### src/inc/sdlmc_map.vh
// Overview of operation
// - Auto-select pin high picks automatic detection, low picks manual selection.
// - Deserializer builds 10-bit words and feeds video and ASI aligners together.
// - Lock detection runs continuously from reset release until reset is held.
// - Without carrier, lock low and every video and select output low except pixel clock.
// - Pixel clock keeps running while unlocked; accurate only once locked.
// - Auto mode with carrier searches for timing-reference or ASI sync words.
// - Manual mode searches only for the sync type the select pins pick.
// - Lock rises only with reclocker locked and either proper sync words identified or, in manual mode, both selects low.
// - Lock indicator never toggles during acquisition nor glitches on switches.
// - Manual non-conforming input passes raw words; locked only if selects low. Code passes words only while locked; otherwise data stays low.
// - Auto non-conforming input: lock low, data low, both status outputs low.
// - Reclocker unlocked: no sync search, lock low, video and select outputs low except clock.
// - Auto mode drives select pins: video high/low, ASI low/high, none low/low.
// - Reclocker supplies PLL-lock and signal-present flags to the lock detector.
// - Processing features enabled after reset, each disableable by register.
// - Enter ASI only after 32 consecutive words without code or disparity error.
// - Leave video only after 6 consecutive expected timing words are missed.
`ifndef SDLMC_MAP_VH
`define SDLMC_MAP_VH

`define SDLMC_ADDR_CTRL       5'h00
`define SDLMC_ADDR_STATUS     5'h04
`define SDLMC_ADDR_INT_STAT   5'h08
`define SDLMC_ADDR_INT_CLR    5'h0C
`define SDLMC_ADDR_INT_EN     5'h10

`define SDLMC_CTRL_VIDEO_EN   0
`define SDLMC_CTRL_ASI_EN     1
`define SDLMC_CTRL_RESET      2'h3

`define SDLMC_INT_LOCK_GAIN   0
`define SDLMC_INT_LOCK_LOSS   1
`define SDLMC_INT_MODE_CHG    2

`define SDLMC_ST_SEARCH       2'h0
`define SDLMC_ST_VIDEO        2'h1
`define SDLMC_ST_ASI          2'h2
`define SDLMC_ST_THRU         2'h3

`define SDLMC_WORD_BITS       10
`define SDLMC_PCLK_HALF       4'h5
`define SDLMC_TRS_PATTERN     30'h000003FF
`define SDLMC_K285_NEG        10'h17C
`define SDLMC_K285_POS        10'h283
`define SDLMC_ASI_ENTER_WORDS 6'h20
`define SDLMC_ASI_LEAVE_ERRS  6'h20
`define SDLMC_TRS_MISS_MAX    3'h6
`define SDLMC_TRS_GAP_WORDS   1728

`endif

### src/core/sdlmc_sync.v
module sdlmc_sync #(
    parameter WIDTH = 1
) (
    input  wire             clk_in,
    input  wire             arst_n_in,
    input  wire             ce_in,
    input  wire [WIDTH-1:0] async_in,
    output wire [WIDTH-1:0] sync_out
);
    reg [WIDTH-1:0] stage1_reg;
    reg [WIDTH-1:0] stage2_reg;

    always @(posedge clk_in or negedge arst_n_in) begin
        if (!arst_n_in) begin
            stage1_reg <= {WIDTH{1'b0}};
            stage2_reg <= {WIDTH{1'b0}};
        end else if (ce_in) begin
            stage1_reg <= async_in;
            stage2_reg <= stage1_reg;
        end
    end

    assign sync_out = stage2_reg;
endmodule

### src/core/sdlmc_top.v
// Implementation choices: the register addresses and the Avalon-MM register port.
`include "sdlmc_map.vh"

module sdlmc_top #(
    parameter TRS_GAP_WORDS = `SDLMC_TRS_GAP_WORDS
) (
    input  wire        clk_in,
    input  wire        arst_n_in,
    input  wire        ce_in,
    input  wire        serial_bit_in,
    input  wire        serial_valid_in,
    input  wire        pll_lock_in,
    input  wire        carrier_detect_in,
    input  wire        auto_select_in,
    input  wire        video_select_in,
    input  wire        asi_select_in,
    output wire        video_select_out,
    output wire        video_select_oe_out,
    output wire        asi_select_out,
    output wire        asi_select_oe_out,
    output wire        locked_out,
    output wire [9:0]  data_out,
    output wire        data_valid_out,
    output wire        pclk_out,
    output wire        irq_out,
    input  wire [4:0]  avs_address_in,
    input  wire        avs_read_in,
    input  wire        avs_write_in,
    input  wire [3:0]  avs_byteenable_in,
    input  wire [31:0] avs_writedata_in,
    output wire [31:0] avs_readdata_out,
    output wire        avs_waitrequest_out
);
    wire [4:0] pins_sync;
    wire       pll_s;
    wire       carrier_s;
    wire       auto_s;
    wire       vsel_s;
    wire       asel_s;

    // Two-stage capture of all pins from outside this clock
    sdlmc_sync #(.WIDTH(5)) u_sync (
        .clk_in    (clk_in),
        .arst_n_in (arst_n_in),
        .ce_in     (ce_in),
        .async_in  ({pll_lock_in, carrier_detect_in, auto_select_in,
                     video_select_in, asi_select_in}),
        .sync_out  (pins_sync)
    );
    assign pll_s     = pins_sync[4];
    assign carrier_s = pins_sync[3];
    assign auto_s    = pins_sync[2];
    assign vsel_s    = pins_sync[1];
    assign asel_s    = pins_sync[0];

    reg [29:0] shift_reg;
    reg [3:0]  bit_cnt_reg;
    reg [3:0]  div_cnt_reg;
    reg [1:0]  state_reg;
    reg [5:0]  asi_run_reg;
    reg        asi_seen_reg;
    reg [5:0]  err_run_reg;
    reg        rd_pos_reg;
    reg [11:0] gap_cnt_reg;
    reg [2:0]  miss_cnt_reg;
    reg        locked_reg;
    reg [9:0]  data_reg;
    reg        data_valid_reg;
    reg        pclk_reg;
    reg        vsel_out_reg;
    reg        vsel_oe_reg;
    reg        asel_out_reg;
    reg        asel_oe_reg;
    reg [1:0]  ctrl_reg;
    reg [2:0]  int_stat_reg;
    reg [2:0]  int_en_reg;
    reg        irq_reg;
    reg [31:0] rdata_reg;
    reg        waitreq_reg;

    reg [1:0]  state_next;
    reg [5:0]  asi_run_next;
    reg        asi_seen_next;
    reg [5:0]  err_run_next;
    reg [11:0] gap_cnt_next;
    reg [2:0]  miss_cnt_next;

    wire [29:0] shift_next = {serial_bit_in, shift_reg[29:1]};
    wire [9:0]  word_now   = shift_next[29:20];
    wire        input_ok   = pll_s & carrier_s;
    wire        trs_hit    = serial_valid_in && (shift_next == `SDLMC_TRS_PATTERN);
    wire        k285_hit   = serial_valid_in &&
                             (word_now == `SDLMC_K285_NEG || word_now == `SDLMC_K285_POS);
    wire        at_bound   = (bit_cnt_reg == `SDLMC_WORD_BITS - 1);
    wire        searching  = (state_reg == `SDLMC_ST_SEARCH);
    // Realign only while searching so a locked stream is never shifted
    wire        realign    = searching && input_ok && (trs_hit || k285_hit);
    wire        word_end   = serial_valid_in && (at_bound || realign);

    // Feature enables gate which detectors may act
    wire want_video = ctrl_reg[`SDLMC_CTRL_VIDEO_EN] &
                      (auto_s | (vsel_s & ~asel_s));
    wire want_asi   = ctrl_reg[`SDLMC_CTRL_ASI_EN] & (auto_s | asel_s);
    wire want_thru  = ~auto_s & ~vsel_s & ~asel_s;

    function [3:0] ones10;
        input [9:0] w;
        integer i;
        begin
            ones10 = 4'h0;
            for (i = 0; i < 10; i = i + 1)
                ones10 = ones10 + {3'h0, w[i]};
        end
    endfunction

    wire [3:0] ones_now = ones10(word_now);
    // Code check limited to balance and running disparity
    wire       word_clean = (ones_now == 4'h5) ||
                            (ones_now == 4'h6 && !rd_pos_reg) ||
                            (ones_now == 4'h4 && rd_pos_reg);

    always @* begin
        state_next    = state_reg;
        asi_run_next  = asi_run_reg;
        asi_seen_next = asi_seen_reg;
        err_run_next  = err_run_reg;
        gap_cnt_next  = gap_cnt_reg;
        miss_cnt_next = miss_cnt_reg;
        if (!input_ok) begin
            state_next    = `SDLMC_ST_SEARCH;
            asi_run_next  = 6'h00;
            asi_seen_next = 1'b0;
            err_run_next  = 6'h00;
            gap_cnt_next  = 12'h000;
            miss_cnt_next = 3'h0;
        end else if (word_end) begin
            case (state_reg)
                `SDLMC_ST_SEARCH: begin
                    gap_cnt_next  = 12'h000;
                    miss_cnt_next = 3'h0;
                    err_run_next  = 6'h00;
                    if (want_thru) begin
                        state_next = `SDLMC_ST_THRU;
                    end else if (want_video && trs_hit) begin
                        state_next = `SDLMC_ST_VIDEO;
                    end else if (want_asi) begin
                        // Later commas in the run count as clean words, not restarts
                        if (k285_hit && !asi_seen_reg) begin
                            asi_seen_next = 1'b1;
                            asi_run_next  = 6'h01;
                        end else if (asi_seen_reg && word_clean) begin
                            asi_run_next = asi_run_reg + 6'h01;
                            if (asi_run_reg == `SDLMC_ASI_ENTER_WORDS - 6'h01)
                                state_next = `SDLMC_ST_ASI;
                        end else begin
                            asi_seen_next = 1'b0;
                            asi_run_next  = 6'h00;
                        end
                    end
                end
                `SDLMC_ST_VIDEO: begin
                    if (!want_video || want_thru) begin
                        state_next = `SDLMC_ST_SEARCH;
                    end else if (trs_hit) begin
                        gap_cnt_next  = 12'h000;
                        miss_cnt_next = 3'h0;
                    end else if (gap_cnt_reg == TRS_GAP_WORDS[11:0] - 12'h001) begin
                        gap_cnt_next  = 12'h000;
                        miss_cnt_next = miss_cnt_reg + 3'h1;
                        // A lone miss from a source switch keeps lock
                        if (miss_cnt_reg == `SDLMC_TRS_MISS_MAX - 3'h1)
                            state_next = `SDLMC_ST_SEARCH;
                    end else begin
                        gap_cnt_next = gap_cnt_reg + 12'h001;
                    end
                end
                `SDLMC_ST_ASI: begin
                    asi_run_next  = 6'h00;
                    asi_seen_next = 1'b0;
                    if (!want_asi || want_thru) begin
                        state_next = `SDLMC_ST_SEARCH;
                    end else if (trs_hit && want_video) begin
                        state_next = `SDLMC_ST_VIDEO;
                    end else if (word_clean) begin
                        err_run_next = 6'h00;
                    end else begin
                        err_run_next = err_run_reg + 6'h01;
                        if (err_run_reg == `SDLMC_ASI_LEAVE_ERRS - 6'h01)
                            state_next = `SDLMC_ST_SEARCH;
                    end
                end
                `SDLMC_ST_THRU: begin
                    if (!want_thru)
                        state_next = `SDLMC_ST_SEARCH;
                end
                default: begin
                    state_next = `SDLMC_ST_SEARCH;
                end
            endcase
        end
    end

    wire locked_next = input_ok && !searching;
    wire [2:0] events = {state_next != state_reg,
                         locked_reg && !locked_next,
                         !locked_reg && locked_next};

    // Deserializer, lock state and outputs
    always @(posedge clk_in or negedge arst_n_in) begin
        if (!arst_n_in) begin
            shift_reg      <= 30'h00000000;
            bit_cnt_reg    <= 4'h0;
            div_cnt_reg    <= 4'h0;
            state_reg      <= `SDLMC_ST_SEARCH;
            asi_run_reg    <= 6'h00;
            asi_seen_reg   <= 1'b0;
            err_run_reg    <= 6'h00;
            rd_pos_reg     <= 1'b0;
            gap_cnt_reg    <= 12'h000;
            miss_cnt_reg   <= 3'h0;
            locked_reg     <= 1'b0;
            data_reg       <= 10'h000;
            data_valid_reg <= 1'b0;
            pclk_reg       <= 1'b0;
            vsel_out_reg   <= 1'b0;
            vsel_oe_reg    <= 1'b0;
            asel_out_reg   <= 1'b0;
            asel_oe_reg    <= 1'b0;
        end else if (ce_in) begin
            if (serial_valid_in) begin
                shift_reg   <= shift_next;
                bit_cnt_reg <= word_end ? 4'h0 : bit_cnt_reg + 4'h1;
            end
            if (word_end)
                rd_pos_reg <= (ones_now > 4'h5) ? 1'b1 :
                              (ones_now < 4'h5) ? 1'b0 : rd_pos_reg;
            div_cnt_reg  <= (div_cnt_reg == `SDLMC_WORD_BITS - 1) ? 4'h0 : div_cnt_reg + 4'h1;
            state_reg    <= state_next;
            asi_run_reg  <= asi_run_next;
            asi_seen_reg <= asi_seen_next;
            err_run_reg  <= err_run_next;
            gap_cnt_reg  <= gap_cnt_next;
            miss_cnt_reg <= miss_cnt_next;
            // Lock only follows the settled state, never a raw hit
            locked_reg   <= locked_next;
            // Free divider keeps the clock alive with no stream
            pclk_reg <= input_ok ? (bit_cnt_reg < `SDLMC_PCLK_HALF)
                                 : (div_cnt_reg < `SDLMC_PCLK_HALF);
            data_valid_reg <= word_end && locked_next;
            if (!locked_next)
                data_reg <= 10'h000;
            else if (word_end)
                data_reg <= word_now;
            vsel_oe_reg  <= auto_s && input_ok;
            asel_oe_reg  <= auto_s && input_ok;
            // Same state as the lock flag, so status never disagrees with it
            vsel_out_reg <= auto_s && locked_next && state_reg == `SDLMC_ST_VIDEO;
            asel_out_reg <= auto_s && locked_next && state_reg == `SDLMC_ST_ASI;
        end
    end

    // Avalon-MM slave: one wait cycle, then the access completes
    wire req      = avs_read_in || avs_write_in;
    wire accept   = req && !waitreq_reg;
    wire wr_lane0 = accept && avs_write_in && avs_byteenable_in[0];
    wire clr_hit  = wr_lane0 && avs_address_in == `SDLMC_ADDR_INT_CLR;
    wire [2:0] clr_mask = clr_hit ? avs_writedata_in[2:0] : 3'h0;
    // Set beats clear when both land together
    wire [2:0] int_stat_next = (int_stat_reg & ~clr_mask) | events;

    always @(posedge clk_in or negedge arst_n_in) begin
        if (!arst_n_in) begin
            ctrl_reg     <= `SDLMC_CTRL_RESET;
            int_stat_reg <= 3'h0;
            int_en_reg   <= 3'h0;
            irq_reg      <= 1'b0;
            rdata_reg    <= 32'h00000000;
            waitreq_reg  <= 1'b1;
        end else if (ce_in) begin
            waitreq_reg  <= !(req && waitreq_reg);
            int_stat_reg <= int_stat_next;
            irq_reg      <= |(int_stat_next & int_en_reg);
            if (wr_lane0 && avs_address_in == `SDLMC_ADDR_CTRL)
                ctrl_reg <= avs_writedata_in[1:0];
            if (wr_lane0 && avs_address_in == `SDLMC_ADDR_INT_EN)
                int_en_reg <= avs_writedata_in[2:0];
            if (req && waitreq_reg && avs_read_in) begin
                case (avs_address_in)
                    `SDLMC_ADDR_CTRL:     rdata_reg <= {30'h00000000, ctrl_reg};
                    `SDLMC_ADDR_STATUS:   rdata_reg <= {26'h0000000, auto_s, carrier_s,
                                                        pll_s, locked_reg, state_reg};
                    `SDLMC_ADDR_INT_STAT: rdata_reg <= {29'h00000000, int_stat_reg};
                    `SDLMC_ADDR_INT_EN:   rdata_reg <= {29'h00000000, int_en_reg};
                    default:              rdata_reg <= 32'h00000000;
                endcase
            end
        end
    end

    assign video_select_out    = vsel_out_reg;
    assign video_select_oe_out = vsel_oe_reg;
    assign asi_select_out      = asel_out_reg;
    assign asi_select_oe_out   = asel_oe_reg;
    assign locked_out          = locked_reg;
    assign data_out            = data_reg;
    assign data_valid_out      = data_valid_reg;
    assign pclk_out            = pclk_reg;
    assign irq_out             = irq_reg;
    assign avs_readdata_out    = rdata_reg;
    assign avs_waitrequest_out = waitreq_reg;
endmodule

### config.mk
export PLATFORM = sky130hd
export DESIGN_NAME = sdlmc_top
export DESIGN_NICKNAME = d
export VERILOG_FILES = /design/src/core/sdlmc_sync.v /design/src/core/sdlmc_top.v
export VERILOG_INCLUDE_DIRS = /design/src /design/src/inc
export SDC_FILE = /design/constraint.sdc
export NUM_CORES = 1
export LEC_CHECK = 0
export BUFFER_PORTS_ARGS = -buffer_cell sky130_fd_sc_hd__buf_2
export CAP_MARGIN = 25
export CELL_PAD_IN_SITES_DETAIL_PLACEMENT = 0
export CELL_PAD_IN_SITES_GLOBAL_PLACEMENT = 1
export CORE_UTILIZATION = 46
export DETAILED_ROUTE_END_ITERATION = 8
export GPL_ROUTABILITY_DRIVEN = 1
export PLACE_DENSITY_LB_ADDON = 0.1
export SLEW_MARGIN = 10
export SYNTH_ARGS = -nofsm -noshare
export SYNTH_HDL_FRONTEND = slang
export SYNTH_SLANG_ARGS = --single-unit
### constraint.sdc
create_clock -name clk_in -period 6.5 [get_ports clk_in]
set_clock_uncertainty 0.05 [all_clocks]
set_input_delay 0.975 -clock clk_in [delete_from_list [all_inputs] [get_ports clk_in]]
set_output_delay 0.975 -clock clk_in [all_outputs]
set_load 0.01 [all_outputs]
## Word level (Yosys, flattened, before mapping)

Cells that the tools add are included.

- Flip-flop bits (word level): 137
- Output and inout port bits: 51
- Logic and storage cells: 210

- Add/sub/neg operators: 15
- Magnitude comparators: 4
- Equality and inequality tests: 32
- Muxes and demuxes: 61
- Bitwise gates (word level): 15
- Reduce and logical (&&, ||, !) cells: 58

Operator list:

| operator | number |
|---|---|
| $mux 6 | 12 |
| $mux 12 | 5 |
| $mux 2 | 17 |
| $eq 30x10->1 const B | 1 |
| $logic_and 1x1->1 | 26 |
| $add 4x1->4 | 6 |
| $pmux 12 s2 | 1 |
| $pmux 6 s2 | 2 |
| $pmux 6 s4 | 1 |
| $mux 10 | 2 |
| $mux 3 | 6 |
| $ne 3x3->1 const B | 5 |
| $add 12x1->12 const B | 1 |
| $add 6x1->6 const B | 2 |
| $eq 12x11->1 const B | 1 |
| $eq 4x3->1 const B | 3 |
| $eq 6x5->1 const B | 2 |
| $lt 4x3->1 const B | 3 |
| $eq 10x10->1 const B | 1 |
| $eq 10x9->1 const B | 1 |
| $eq 5x4->1 const B | 2 |
| $mux 1 | 10 |
| $reduce_and 2->1 | 5 |
| $reduce_and 5->1 | 2 |
| other kinds (38) | 68 |

## Longest topological paths before layout

- Word-level depth: 26
- Depth in mapped cells: 15
- Mapped depth without buffers: 15

## By module

From an unflattened synthesis, not the netlist that was laid out.

- Cells, all modules: 564
- Area, all modules: 5891.9 um^2

Modules (own cells, without submodules):

| module | times used | cells an instance | area each (um^2) | seq. area each (um^2) |
|---|---|---|---|---|
| sdlmc_top | 1 | 543 | 5480.3 | 2506.2 |
| sdlmc_sync | 1 | 21 | 411.6 | 250.2 |

## Worst setup path after synthesis

OpenSTA, ideal clock, no wires.

- Path type: input to register
- From: input port serial_bit_in
- To: register err_run_reg[4]
- Arrival: 4.604 ns
- Data required time: 6.386 ns
- Slack: 1.782 ns
- Stages: 14
- Buffers on the path: 0
- Cell sequence: fa_1 inv_1 fa_1 fa_1 inv_1 ha_1 inv_1 fa_1 xnor2_1 nor2_1 or3_1 a2111oi_0 a32o_1 a21o_1

- Longest elaborated chain between the ends: 11
- Elaborated cells between the ends (all ways): 28

Ends and longest elaborated chain:

| what | RTL line | source |
|---|---|---|
| start, declared | sdlmc_top.v:10 | `input wire serial_bit_in,` |
| $add 4x1->4 | sdlmc_top.v:112 | `ones10 = ones10 + {3'h0, w[i]};` |
| $eq 4x3->1 | sdlmc_top.v:119 | `(ones_now == 4'h6 && !rd_pos_reg) \|\|` |
| $logic_and 1x1->1 | sdlmc_top.v:119 |  |
| $logic_or 1x1->1 | sdlmc_top.v:118 | `wire word_clean = (ones_now == 4'h5) \|\|` |
| $logic_or 1x1->1 | sdlmc_top.v:119 |  |
| $mux 6 | sdlmc_top.v:184 | `end else if (word_clean) begin` |
| $mux 6 | sdlmc_top.v:182 | `end else if (trs_hit && want_video) begin` |
| $mux 6 | sdlmc_top.v:180 | `if (!want_asi \|\| want_thru) begin` |
| $pmux 6 s2 | sdlmc_top.v:137 | `case (state_reg)` |
| $mux 6 | sdlmc_top.v:136 | `end else if (word_end) begin` |
| $mux 6 | sdlmc_top.v:129 | `if (!input_ok) begin` |
| end signal, assigned | sdlmc_top.v:241 | `err_run_reg <= err_run_next;` |
| end, declared | sdlmc_top.v:62 | `reg [5:0] err_run_reg;` |

Parallel ways exist; a longest one is shown, timed or not. The select of a mux whose other input is x is not followed.
A chain may end at the register's enable or synchronous reset.

## Final worst setup path

Same ends and word-level chain as after synthesis.

==> metrics.yaml <==
critical_path:
  cp-end-kind: "register"
  crit_type: "input pin to register"
  cp.arrival_ns: 5.02
  path_common_cell: "fa_1"
  crit_buf_inv: 4
  required_ns: 6.75
  cp_slowest_cell: "fa_1"
  start_kind: "input pin"
  cp_top_family: "adder cells"
  cp_cell_sequence: "buf_2 -> fa_1 -> inv_1 -> fa_1 -> fa_1 -> inv_1 -> ha_1 -> inv_1 -> fa_1 -> xnor2_1 -> nor2_1 -> or3_1 -> a2111oi_0 -> a32o_1 -> a21o_1"
  cpPeakStageDelay_ns: 0.54
  crit_fanout: 6
clocking:
  clkTransAtPathRegs_ns: 0.07
  cts.repair.resized: 0
  cts_htree_levels: 3
  cts_tree: "done"
  root_buffer: "clkbuf_16"
  numCtsBuffers: 9
  clk_path_buf_depth: 2
  holdBufCountCts: 0
  clk_latency_ns: 0.36
  cts_setup_buffers: 0
  clkSinkCount: 110
logic_synthesis:
  ys_async_sr_fraction_pct: 100
  ys_types: 68
  synth_area_leaders: "dfrtp_1 (46%), nand2_1 (7.8%), mux2_2 (3.7%)"
  synthCells: 614
  syn_area_per_cell_um2: 9.52
  ys_warn_count: 0
  synth_ff_type: "dfrtp_1"
  synthTopCellsByCount: "nand2_1 (121), dfrtp_1 (107), o21ai_0 (33), buf_4 (27), nor2_1 (25)"
  synth_most_common_cell: "nand2_1"
  yosysSeqAreaShare_pct: 47.2
  synth.cell_area_mm2: 0.00584
  synth_edf_count: 0
  synth-seq-cells: 110
  synth_top_cell_area_share_pct: 45.8
  synth_top_cell_by_area: "dfrtp_1"
status:
  status: "completed"
route:
  drc: 0
  wire_per_inst_um: 15.4
  drt_iter0_drc: 287
  antenna_left: 0
  vias: 4519
  viasPerCell: 5.48
  dr.pass1.iters: 4
  routed_wl_um: 12700
floorplan:
  die_area_mm2: 0.0132
  fp.coreArea_mm2: 0.0122
  io_pins: 104
  fp-row-count: 40
  die_x_um: 115
  die_h_um: 115
  initial_core_util_pct: 47.8
sta:
  slew-limit-headroom_pct: 35.0
  hold_violations: 0
  setup_slack_ns: 1.73
  max_freq_ghz: 0.210
  setup_tns_ns: 0
  fin_crit_ns: 4.77
  report.final.slew_viol_count: 0
  setup_viol: 0
  worst_slew_pin_slew_ns: 0.971
  finalCritPeriodShare_pct: 73.4
  rsz0062_at_grt: "false"
global_route:
  grt_first_pass_wirelength_um: 21700
  grt_max_degree: 60
  grt_pass1_vias: 4390
  antenna_found_initial: 0
  overflow: 0
  grtUsageTotal_pct: 21.1
cells_and_area:
  finalNetCount: 721
  areaGrowthSynthToFinish_pct: 10.0
  num_antenna_cells: 0
  finalNonFillerCells: 825
  drive_gt1_share_pct: 14.2
  fill_cells: 1176
  largest_register_ffs: 29
power:
  p_leak_nw: 3.05
  vdd_drop_max_v: 0.000142
  pwr_density_cell_mw_per_mm2: 276
place:
  gp_congestion: 0.839
  dp_slack_ns: 1.37
  placedCellCount: 809
  dpl.hpwl_um: 9130
  io_buffers: 45
hold_path:
  worstHoldPathType: "register to register"
flow_run:
  maxCapViolCount: 0
-- metrics by stage --
stage | util (%) | cell area [um^2] | total power [mW] | hold WS, ns
after global routing | 52.6 | 6430 | 1.88 | 0.442
after global placement | 50.1 | 6110 | 1.24 | 0.401
after detailed placement | 50.3 | 6140 | 1.26 | 0.406
after CTS | 52.6 | 6430 | 1.80 | 0.422
after floorplan | - | 5940 | 1.15 | 0.387
final | 52.6 | 6430 | 1.78 | 0.414
-- metal layers --
metal / vias up / GRT usage, % / wire, um / share of wire [%]
li1: 2219 / - / - / -
met1: 2208 / 28.5 / 5980 / 47
met2: 81 / 34.1 / 6060 / 48
met3: 11 / 4.66 / 548 / 4.3
met4: 0 / 5.97 / 129 / 1.0
met5: - / 0 / 0 / 0
-- layout by cell type (no fill, tap or decap), drive strengths merged, types with 14 or more instances in the layout --
| master | n |
|---|---|
| nand2 | 121 |
| dfrtp | 107 |
| buf | 48 |
| o21ai | 35 |
| conb | 26 |
| nor2 | 25 |
| nand3 | 24 |
| inv | 23 |
| mux2 | 19 |
| a21oi | 16 |
| and3 | 14 |
-- worst reg2reg max path, delay by kind of cell, from the launching register on --
kind / cells / cell delay (ns)
adders and majority gates: 5 / 2.09
and+or+nand+nor: 2 / 0.53
buffers and inverters: 3 / 0.22
xor gates and xnor gates: 1 / 0.44
AOI/OAI and AO/OA: 3 / 0.66
DFF: 1 / 0.43
-- power breakdown --
part           total (mW)  switching (mW)  internal (mW)  leakage [nW]
clock               0.534           0.261          0.273         0.129
combinational       0.414           0.252          0.162          1.46
sequential          0.829          0.0734          0.755          1.46
-- logic make-up (layout without fill, tap and decap cells) --
group	after synthesis	after routing	share of synthesized area [%]
multiplexers	22	22	4.18
AND/OR/NAND/NOR	248	248	20.1
adder cells (fa/ha/maj)	16	16	4.20
other	1	26	0.0642
flip-flops	110	110	47.2
buffers and inverters	69	87	6.23
AO/OA/AOI/OAI	145	145	17.6
XOR/XNOR	3	3	0.450
-- cell type report --
| class | instances | area, um^2 | area share [%] |
|---|---|---|---|
| multi-input cells | 460 | 2820 | 43.9 |
| flip-flops and latches | 110 | 2760 | 42.9 |
| repair buffers | 48 | 270 | 4.20 |
| clock buffers | 10 | 239 | 3.72 |
| well taps | 168 | 210 | 3.27 |
| inverters | 23 | 86.3 | 1.34 |
| clock inverters | 6 | 46.3 | 0.720 |
-- path summary, 6_finish.rpt --
kind	depth (start not counted)	end	slack (ns)	startpoint
min reg2reg	2	avs_readdata_out[3]	0.41	avs_readdata_out[3]
max	15	err_run_reg[4]	1.73	serial_bit_in
max reg2reg	14	err_run_reg[4]	2.03	shift_reg[25]
min	2	avs_readdata_out[3]	0.41	avs_readdata_out[3]
max in group asynchronous	2	shift_reg[4]	4.63	arst_n_in
min in group asynchronous	1	asi_select_oe_out	0.60	arst_n_in
Power figures use the tool's default switching activity.
